==> config.mk <==
export PLATFORM = sky130hd
export DESIGN_NAME = rwp_top
export DESIGN_NICKNAME = d
export VERILOG_FILES = /design/src/rwp_pkg.sv /design/src/rwp_group_decode.sv /design/src/rwp_top.sv
export SDC_FILE = /design/constraint.sdc
export NUM_CORES = 2
export LEC_CHECK = 0
export BUFFER_PORTS_ARGS = -buffer_cell sky130_fd_sc_hd__buf_2
export CAP_MARGIN = 20
export CORE_MARGIN = 1
export CORE_UTILIZATION = 60
export CTS_CLUSTER_DIAMETER = 120
export DETAILED_ROUTE_END_ITERATION = 8
export PLACE_DENSITY = 0.88
export SETUP_SLACK_MARGIN = 0.5
export SLEW_MARGIN = 10
export SYNTH_ARGS = -nofsm -noshare
export SYNTH_HDL_FRONTEND = slang
export SYNTH_SLANG_ARGS = --single-unit
==> constraint.sdc <==
create_clock -name clk -period 3.25 [get_ports clk]
set_clock_uncertainty 0.2 [all_clocks]
set_input_delay 0.65 -clock clk [delete_from_list [all_inputs] [get_ports clk]]
set_output_delay 0.65 -clock clk [all_outputs]
set_load 0.02 [all_outputs]
==> src/rwp_pkg.sv <==
`default_nettype none
package rwp_pkg;

  // Avalon-MM word address and data widths.
  localparam int ADDR_W = 8;
  localparam int DATA_W = 32;
  localparam int BE_W = DATA_W / 8;

  // Word indices of the block's own registers and of the guarded window's base.
  localparam logic [ADDR_W-1:0] IDX_PROTECT = 8'h00;
  localparam logic [ADDR_W-1:0] IDX_STATUS = 8'h01;
  localparam logic [ADDR_W-1:0] IDX_GUARD_BASE = 8'h10;

  // Guarded register groups, laid out back to back from the base.
  localparam logic [ADDR_W-1:0] CNT_CLOCKGEN = 8'h08;
  localparam logic [ADDR_W-1:0] CNT_MODE_POWER = 8'h0C;
  localparam logic [ADDR_W-1:0] CNT_LP_TIMER = 8'h06;
  localparam logic [ADDR_W-1:0] CNT_VOLT_DETECT = 8'h08;
  localparam int NUM_GUARDED = 34;
  localparam int GIDX_W = 6;

  // Position of the software reset register inside the guarded window.
  localparam logic [GIDX_W-1:0] REL_SW_RESET = 6'h13;

  // Protect register layout.
  localparam int PROT_W = 4;
  localparam logic [PROT_W-1:0] PROT_RESET = 4'h0;
  localparam logic [PROT_W-1:0] PROT_MASK_FULL = 4'hF;
  localparam logic [PROT_W-1:0] PROT_MASK_NO_LPT = 4'hB;

  // Status register layout.
  localparam int STAT_BLOCKED_BIT = 0;
  localparam int STAT_IDX_LSB = 8;
  localparam logic [GIDX_W-1:0] STAT_IDX_RESET = 6'h00;

  localparam logic [DATA_W-1:0] DATA_ZERO = 32'h0000_0000;

  typedef enum logic [1:0] {
    RWP_GRP_CLOCKGEN,
    RWP_GRP_MODE_POWER,
    RWP_GRP_LP_TIMER,
    RWP_GRP_VOLT_DETECT
  } rwp_group_type;

  typedef enum logic {
    RWP_BUS_IDLE,
    RWP_BUS_ACK
  } rwp_bus_state_type;

endpackage
`default_nettype wire

==> src/rwp_group_decode.sv <==
`timescale 1ns/1ns
`default_nettype none
module rwp_group_decode #(
  parameter bit HAS_LPT = 1'b1
) (
  // Word address of the access.
  input wire logic [rwp_pkg::ADDR_W-1:0] addr,
  // Decode result.
  output logic hit,
  output rwp_pkg::rwp_group_type group,
  output logic [rwp_pkg::GIDX_W-1:0] gidx
);
  import rwp_pkg::*;

  logic [ADDR_W-1:0] rel;
  logic [ADDR_W-1:0] end_clk;
  logic [ADDR_W-1:0] end_mp;
  logic [ADDR_W-1:0] end_lpt;
  logic [ADDR_W-1:0] end_vd;

  always_comb begin
    rel = ADDR_W'(addr - IDX_GUARD_BASE);
    end_clk = CNT_CLOCKGEN;
    end_mp = ADDR_W'(end_clk + CNT_MODE_POWER);
    end_lpt = ADDR_W'(end_mp + CNT_LP_TIMER);
    end_vd = ADDR_W'(end_lpt + CNT_VOLT_DETECT);
    gidx = rel[GIDX_W-1:0];
    hit = 1'b0;
    group = RWP_GRP_CLOCKGEN;
    if (addr >= IDX_GUARD_BASE) begin
      if (rel < end_clk) begin
        hit = 1'b1;
        group = RWP_GRP_CLOCKGEN;
      end else if (rel < end_mp) begin
        hit = 1'b1;
        group = RWP_GRP_MODE_POWER;
      end else if (rel < end_lpt) begin
        // Timer registers exist only in the larger variant.
        hit = HAS_LPT;
        group = RWP_GRP_LP_TIMER;
      end else if (rel < end_vd) begin
        hit = 1'b1;
        group = RWP_GRP_VOLT_DETECT;
      end
    end
  end

endmodule // rwp_group_decode
`default_nettype wire

==> src/rwp_top.sv <==
`timescale 1ns/1ns
`default_nettype none
module rwp_top #(
  parameter bit HAS_LPT = 1'b1
) (
  // Clock, reset and enable.
  input wire logic clk,
  input wire logic nrst,
  input wire logic ce,
  // Avalon-MM slave.
  input wire logic [rwp_pkg::ADDR_W-1:0] avs_address,
  input wire logic avs_read,
  input wire logic avs_write,
  input wire logic [rwp_pkg::DATA_W-1:0] avs_writedata,
  input wire logic [rwp_pkg::BE_W-1:0] avs_byteenable,
  output logic [rwp_pkg::DATA_W-1:0] avs_readdata,
  output logic avs_waitrequest,
  // Guard levels.
  output logic clockgen_write_guard,
  output logic mode_power_write_guard,
  output logic lowpower_timer_write_guard,
  output logic voltage_detect_write_guard,
  // Event pulses.
  output logic sw_reset_req,
  output logic write_blocked
);
  import rwp_pkg::*;

  // All state lives in one record so that reset and enable treat it alike.
  typedef struct packed {
    rwp_bus_state_type bus;
    logic waitrequest;
    logic [DATA_W-1:0] readdata;
    logic [PROT_W-1:0] protect;
    logic blocked;
    logic [GIDX_W-1:0] blocked_idx;
    logic sw_reset;
    logic block_pulse;
    logic [NUM_GUARDED-1:0][DATA_W-1:0] regs;
  } rwp_state_type;

  localparam logic [PROT_W-1:0] PROT_MASK =
    HAS_LPT ? PROT_MASK_FULL : PROT_MASK_NO_LPT;

  localparam rwp_state_type STATE_RESET = '{
    bus: RWP_BUS_IDLE,
    waitrequest: 1'b1,
    readdata: DATA_ZERO,
    protect: PROT_RESET,
    blocked: 1'b0,
    blocked_idx: STAT_IDX_RESET,
    sw_reset: 1'b0,
    block_pulse: 1'b0,
    regs: '0
  };

  rwp_state_type st_r;
  rwp_state_type st_nxt;
  logic g_hit;
  rwp_group_type g_group;
  logic [GIDX_W-1:0] g_idx;
  logic guard_open;
  logic [DATA_W-1:0] rd_value;
  logic sel_protect;
  logic sel_status;
  logic wr_accept;
  logic wr_drop;
  logic [DATA_W-1:0] wr_merged;
  localparam int BYTE_W = 8;

  ////////////////////////////////////////////////////////////////////////////

  rwp_group_decode #(
    .HAS_LPT(HAS_LPT)
  ) u_decode (
    .addr(avs_address),
    .hit(g_hit),
    .group(g_group),
    .gidx(g_idx)
  );

  ////////////////////////////////////////////////////////////////////////////

  // Own registers are picked out first. The guarded window never overlaps
  // them, so a guarded hit and an own select are never true together.
  always_comb begin
    sel_protect = 1'b0;
    sel_status = 1'b0;
    if (avs_address == IDX_PROTECT) begin
      sel_protect = 1'b1;
    end
    if (avs_address == IDX_STATUS) begin
      sel_status = 1'b1;
    end
  end

  // A guarded write goes through only with its group's bit set.
  always_comb begin
    wr_accept = 1'b0;
    wr_drop = 1'b0;
    if (avs_write && g_hit) begin
      if (guard_open) begin
        wr_accept = 1'b1;
      end else begin
        wr_drop = 1'b1;
      end
    end
  end

  // Lanes left out of the byte enable keep what the register holds.
  for (genvar gb = 0; gb < BE_W; gb++) begin : g_lane
    assign wr_merged[gb*BYTE_W +: BYTE_W] = avs_byteenable[gb] ?
      avs_writedata[gb*BYTE_W +: BYTE_W] : rd_value[gb*BYTE_W +: BYTE_W];
  end

  ////////////////////////////////////////////////////////////////////////////

  // Each group is opened by its own guard bit.
  always_comb begin
    case (g_group)
      RWP_GRP_CLOCKGEN: guard_open = st_r.protect[0];
      RWP_GRP_MODE_POWER: guard_open = st_r.protect[1];
      RWP_GRP_LP_TIMER: guard_open = st_r.protect[2];
      RWP_GRP_VOLT_DETECT: guard_open = st_r.protect[3];
      default: guard_open = 1'b0;
    endcase
  end

  // Reads of guarded registers never depend on the guard bits.
  always_comb begin
    rd_value = DATA_ZERO;
    if (sel_protect) begin
      rd_value[PROT_W-1:0] = st_r.protect;
    end else if (sel_status) begin
      rd_value[STAT_BLOCKED_BIT] = st_r.blocked;
      rd_value[STAT_IDX_LSB +: GIDX_W] = st_r.blocked_idx;
    end else if (g_hit) begin
      rd_value = st_r.regs[g_idx];
    end
  end

  ////////////////////////////////////////////////////////////////////////////

  // A request is taken on the first enabled edge while idle, and
  // waitrequest drops for exactly the following cycle. Read data and the
  // event pulses are registered at that same edge, so they stand in the
  // answer cycle together with the low waitrequest.
  always_comb begin
    st_nxt = st_r;
    st_nxt.sw_reset = 1'b0;
    st_nxt.block_pulse = 1'b0;
    case (st_r.bus)
      RWP_BUS_IDLE: begin
        if (avs_read || avs_write) begin
          st_nxt.bus = RWP_BUS_ACK;
          st_nxt.waitrequest = 1'b0;
          st_nxt.readdata = avs_write ? DATA_ZERO : rd_value;
        end
        if (avs_write) begin
          if (avs_address == IDX_PROTECT && avs_byteenable[0]) begin
            // Without the timer option its guard bit stays zero.
            st_nxt.protect =
              avs_writedata[PROT_W-1:0] & PROT_MASK;
          end else if (avs_address == IDX_STATUS && avs_byteenable[0]) begin
            if (avs_writedata[STAT_BLOCKED_BIT]) begin
              st_nxt.blocked = 1'b0;
            end
          end else if (wr_accept) begin
            st_nxt.regs[g_idx] = wr_merged;
            if (g_idx == REL_SW_RESET) begin
              st_nxt.sw_reset = 1'b1;
            end
          end else if (wr_drop) begin
            // Dropped write; the flag is set and this write's index replaces any earlier one.
            st_nxt.blocked = 1'b1;
            st_nxt.blocked_idx = g_idx;
            st_nxt.block_pulse = 1'b1;
          end
        end
      end
      RWP_BUS_ACK: begin
        st_nxt.bus = RWP_BUS_IDLE;
        st_nxt.waitrequest = 1'b1;
      end
      default: begin
        st_nxt.bus = RWP_BUS_IDLE;
        st_nxt.waitrequest = 1'b1;
      end
    endcase
  end

  // Enable low freezes the bus handshake too, so a master must not drop
  // the enable while an answer stands: waitrequest would stay low.
  always_ff @(posedge clk or negedge nrst) begin
    if (!nrst) begin
      st_r <= STATE_RESET;
    end else if (ce) begin
      st_r <= st_nxt;
    end
  end

  ////////////////////////////////////////////////////////////////////////////

  // Every output is a bit of the state register.
  assign avs_readdata = st_r.readdata;
  assign avs_waitrequest = st_r.waitrequest;
  assign clockgen_write_guard = st_r.protect[0];
  assign mode_power_write_guard = st_r.protect[1];
  assign lowpower_timer_write_guard = st_r.protect[2];
  assign voltage_detect_write_guard = st_r.protect[3];
  assign sw_reset_req = st_r.sw_reset;
  assign write_blocked = st_r.block_pulse;

endmodule // rwp_top
`default_nettype wire

==> run summary, run 1 <==
synthesized cell area - 0.0517 sq mm
Warnings, synthesis - 0
Site Rows - 107
Total GRT Usage - 77.5%
CTS Buffer Depth - 3
EDFF count, synth - 0
main flop type after synthesis - dfrtp_1
placer congestion estimate - 1.01
Port Buffers - 87
I/O pin cnt - 88
total grt overflow - 269
Initial Util - 60.7%
post-synth top area cell - dfrtp_1
largest net degree at the start of global routing - 106
clock sink total - 1135
synthesized flop and latch total - 1135
Yosys top cell area share - 54.8%
syn avg cell area - 9.94 sq um
Unique masters post-synth - 96
sequential element share of the synthesized area - 54.9%
Post-Syn Nets - 5261
Die Y - 296 um
Area after DPL - 0.0589 sq mm
status - stopped before the end
H-tree Lvls - 3
TritonCTS buffer count - 107
Post-synth ARST share - 100%
Root Driver - clkbuf_16
Stopped at - 5_1_grt
Syn Inst Count - 5206
largest cells by area after synthesis - dfrtp_1 55%, a21oi_1 7.7%, nor2_1 6.6%, mux2_2 3.8%, o21ai_0 3.3%
Error - [ERROR GRT-0232] Routing congestion too high. Check the congestion heatmap in the GUI.
hpwl dp - 131000 um
Die W - 296 um
metal layers:
metal  GRT overflow  global-route usage [%]
met5              5                    60.6
met4            116                    72.5
met3             22                    72.8
met2            105                    89.0
met1             21                    74.1
cell families after synthesis:
kind of cell	share of synthesized area, %
and+or+nand+nor	12.6
adders and majority gates	0.145
muxes	7.23
buffers and inverters	5.52
DFF	54.9
AOI/OAI and AO/OA	19.6
synthesized netlist by cell type (12+ instances only):
cell and count:
a211o_1 14, a211oi_1 32, a21oi_1 791, a221o_1 14
a221oi_1 14, a2bb2oi_1 25, a31oi_1 73, and2_1 16
buf_1 14, buf_2 240, buf_4 73, buf_6 31
clkbuf_1 167, dfrtp_1 1134, inv_1 19, mux2_2 173
mux2i_1 88, mux4_2 40, nand2_1 390, nand2b_1 13
nand3_1 20, nand4_1 34, nor2_1 911, nor2b_1 12
nor3_1 22, nor4_2 12, nor4_4 14, o2111ai_1 13
o211ai_1 12, o21ai_0 339, o21ai_1 13, o221ai_1 101
o22ai_1 140, or3_1 12
timing repair:
action / in CTS
buffers inserted: 90
gates resized for setup: 290
hold buffers: 2
cloned: 54
endpoints found under the setup margin: 1093
pin swaps: 43
hold endpoints to repair: 42
stage by stage:
| stage | utilization [%] | setup slack [ns] | hold WS (ns) | TNS, ns | std cells |
|---|---|---|---|---|---|
| detailed placement | 69.0 | -0.599 | 0.265 | -424.63 | 6634 |
| CTS | 77.5 | 0.300 | 0.0140 | 0 | 6981 |
| global placement | 69.0 | -0.534 | 0.255 | -340.12 | 6634 |
| floorplan | - | -0.313 | 0.154 | -111.71 | 5206 |
==> run 2: changes to the inputs <==
--- a/config.mk
+++ b/config.mk
@@ -8,11 +8,9 @@
 export BUFFER_PORTS_ARGS = -buffer_cell sky130_fd_sc_hd__buf_2
 export CAP_MARGIN = 20
 export CORE_MARGIN = 1
-export CORE_UTILIZATION = 60
-export CTS_CLUSTER_DIAMETER = 120
+export CORE_UTILIZATION = 40
 export DETAILED_ROUTE_END_ITERATION = 8
-export PLACE_DENSITY = 0.88
-export SETUP_SLACK_MARGIN = 0.5
+export PLACE_DENSITY_LB_ADDON = 0.15
 export SLEW_MARGIN = 10
 export SYNTH_ARGS = -nofsm -noshare
 export SYNTH_HDL_FRONTEND = slang
==> run 2 against run 1 <==
The run now ends clean. Synthesized cell count unchanged. Synthesized area stayed put.
==> run summary, run 2 <==
largest net degree at the start of global routing - 100
main flop type after synthesis - dfrtp_1
hold depth - 3
HP Start - avs_writedata[27]
first-pass GRT wire length - 303000 um
count leader, synth - dfrtp_1
Yosys top cell area share - 54.8% (unchanged)
post-synth top area cell - dfrtp_1
status - finished, final reports clean
Routed Antenna Nets - 0
vias in the first global route - 42.7k
CP max FO - 34
DR vias/cell - 5.93
placer congestion estimate - 0.935 (-7.1%)
Placed Cells incl. Taps - 7219 (+8.8%)
core area - 0.128 sq mm
CP Launch Type - primary input
per-cell routed wire length - 27.7 um
H-tree Lvls - 3 (unchanged)
initial antenna violation count - 7
sequential element share of the synthesized area - 54.9% (unchanged)
count of final setup violators - 0
Post-synth ARST share - 100% (unchanged)
Commonest cells post-synth - 1134 x dfrtp_1, 911 x nor2_1, 791 x a21oi_1
Die Y - 362 um (+22%)
TritonCTS buffer count - 121 (+13%)
I/O pin cnt - 88 (unchanged)
Initial Util - 40.4% (-20 points)
Final min period - 3.23 ns
CTS tree - done
via count - 44.2k
TNS Setup - 0 ns
Max-Cap Viols - 0
Syn Inst Count - 5206 (unchanged)
Cell Count, Final, Fillers Out - 7449
commonest non-fill, non-tap cells in the layout - 1134 x dfrtp_1, 894 x nor2_1, 773 x a21oi_1
Worst VDD drop - 0.000417 V
clock sink total - 1135 (unchanged)
Total Power - 32.4 mW
final worst setup slack - 0.0227 ns
Setup Crit Path Kind - primary input to register
leakage power - 29.9 nW
Initial DRC Count - 4853
Rel. slew slack - 14.3%
WP data required - 3.74 ns
Worst Path Arrival - 3.72 ns
hpwl dp - 143000 um (+9.5%)
die footprint - 0.131 sq mm
final-report max-slew violation count - 0
Layout Nets - 5674
Least-Margin Pin Slew - 1.25 ns
crit share post-route - 99.3%
Power Density - 506 mW/mm^2
Unique masters post-synth - 96 (unchanged)
Total GRT Usage - 31.4%
DRT Wirelength - 207000 um
Port Buffers - 87 (unchanged)
syn avg cell area - 9.94 sq um (unchanged)
EDFF count, synth - 0 (unchanged)
R2R setup slack - 0.05 ns
Peak Freq - 310 MHz
synthesized flop and latch total - 1135 (unchanged)
most common cell after layout, fill and taps aside - dfrtp_1
worst r2r path cells - 8
CTS Buffer Depth - 3 (unchanged)
total grt overflow - 0
Root Driver - clkbuf_16
largest cells by area after synthesis - dfrtp_1 55%, a21oi_1 7.7%, nor2_1 6.6%, mux2_2 3.8%, o21ai_0 3.3%
Pre-antenna DRT Iters - 6
Warnings, synthesis - 0 (unchanged)
Fin. Hold Viols - 0
Worst-path clk slew - 0.06 ns
DRC violations left - 0
Die W - 362 um (+22%)
clock latency on the worst-skew pair - 0.78 ns
synthesized cell area - 0.0517 sq mm (unchanged)
layout cells sized above 1 - 23.5%
Critical Path End Type - register
Site Rows - 131 (+22%)
unrepaired setup endpoints after global routing - no
pre-CTS setup slack - -0.641 ns (-0.0418 ns)
number of fill cells - 11.8k
Post-Syn Nets - 5261 (unchanged)
Area growth syn-to-layout - 23.6%
Worst Hold Class - primary input to register
-- run 2: repair_timing --
item,in CTS,in global routing
endpoints found under the setup margin,0,1
gates resized for setup,0,1
setup buffers,0,0
hold buffers,6,0
hold endpoints to repair,53,0
-- run 2: worst max-delay path by stage --
stage	end	cells after the start	slack, ns	startpoint
2_1_floorplan	register	11	-0.31	avs_address[4]
3_3_place_gp	register	13	-0.61	avs_address[3]
4_1_cts	register	12	0.14	avs_address[1]
6_report	register	13	0.02	avs_address[3]
5_1_grt	register	8	0.01	register
3_5_place_dp	register	13	-0.64	avs_address[3]
-- run 2: metal layers --
layer  global-route usage (%)  wire [um]  up-vias
li1                         -          -    19310
met5                        0         21        -
met1                     44.6      89100    22443
met4                     11.2       7600        4
met2                     48.2      92700     2013
met3                     5.73      17200      388
-- run 2: cells by family (layout without fill, tap and decap cells) --
family / Yosys count / after routing / synth area share, %
compound gates: 1701 / 1701 / 19.6
fa+ha+maj: 6 / 6 / 0.145
buf+inv: 546 / 1055 / 5.52
flops: 1135 / 1135 / 54.9
mux: 302 / 302 / 7.23
other cells: 0 / 5 / 0
simple gates: 1516 / 1516 / 12.6
-- run 2: worst max-delay path: stages --
cell	delay [ns]
buf_4	0.15
buf_4	0.21
inv_2	0.24
buf_12	0.24
nand2_1	0.26
buf_4	0.22
nor4b_1	0.64
buf_4	0.23
a211oi_1	0.05
buf_4	0.16
o21ai_2	0.18
buf_12	0.24
mux2_2	0.19
-- run 2: metrics by stage --
| step | cell area, sq um | hold WS [ns] | util (%) |
|---|---|---|---|
| after floorplan | 52300 | 0.154 | - |
| after global placement | 59800 | 0.255 | 46.7 |
| after detailed placement | 59800 | 0.263 | 46.7 |
| after CTS | 64000 | 0.0147 | 50.0 |
| after global routing | 64000 | 0.0428 | 50.0 |
| final | 64000 | 0.0532 | 50.0 |
-- run 2: final cells by class --
class                   count  area (sq um)  share of cell area, %
diodes                      5          12.5                 0.0196
clock buffers             192          3720                   5.81
clock inverters            27           404                  0.632
flip-flops and latches   1135         28400                   44.4
inverters                  21          88.8                  0.139
multi-input cells        3525         21000                   32.8
well taps                1729          2160                   3.38
repair buffers            815          8200                   12.8
-- run 2: power by group --
part / internal, mW / switching [mW] / total [mW]
sequential: 14.3 / 0.124 / 14.5
combinational: 1.23 / 2.35 / 3.58
clock: 8.35 / 6.00 / 14.3
No activity file was read; power rests on OpenSTA's default activity.
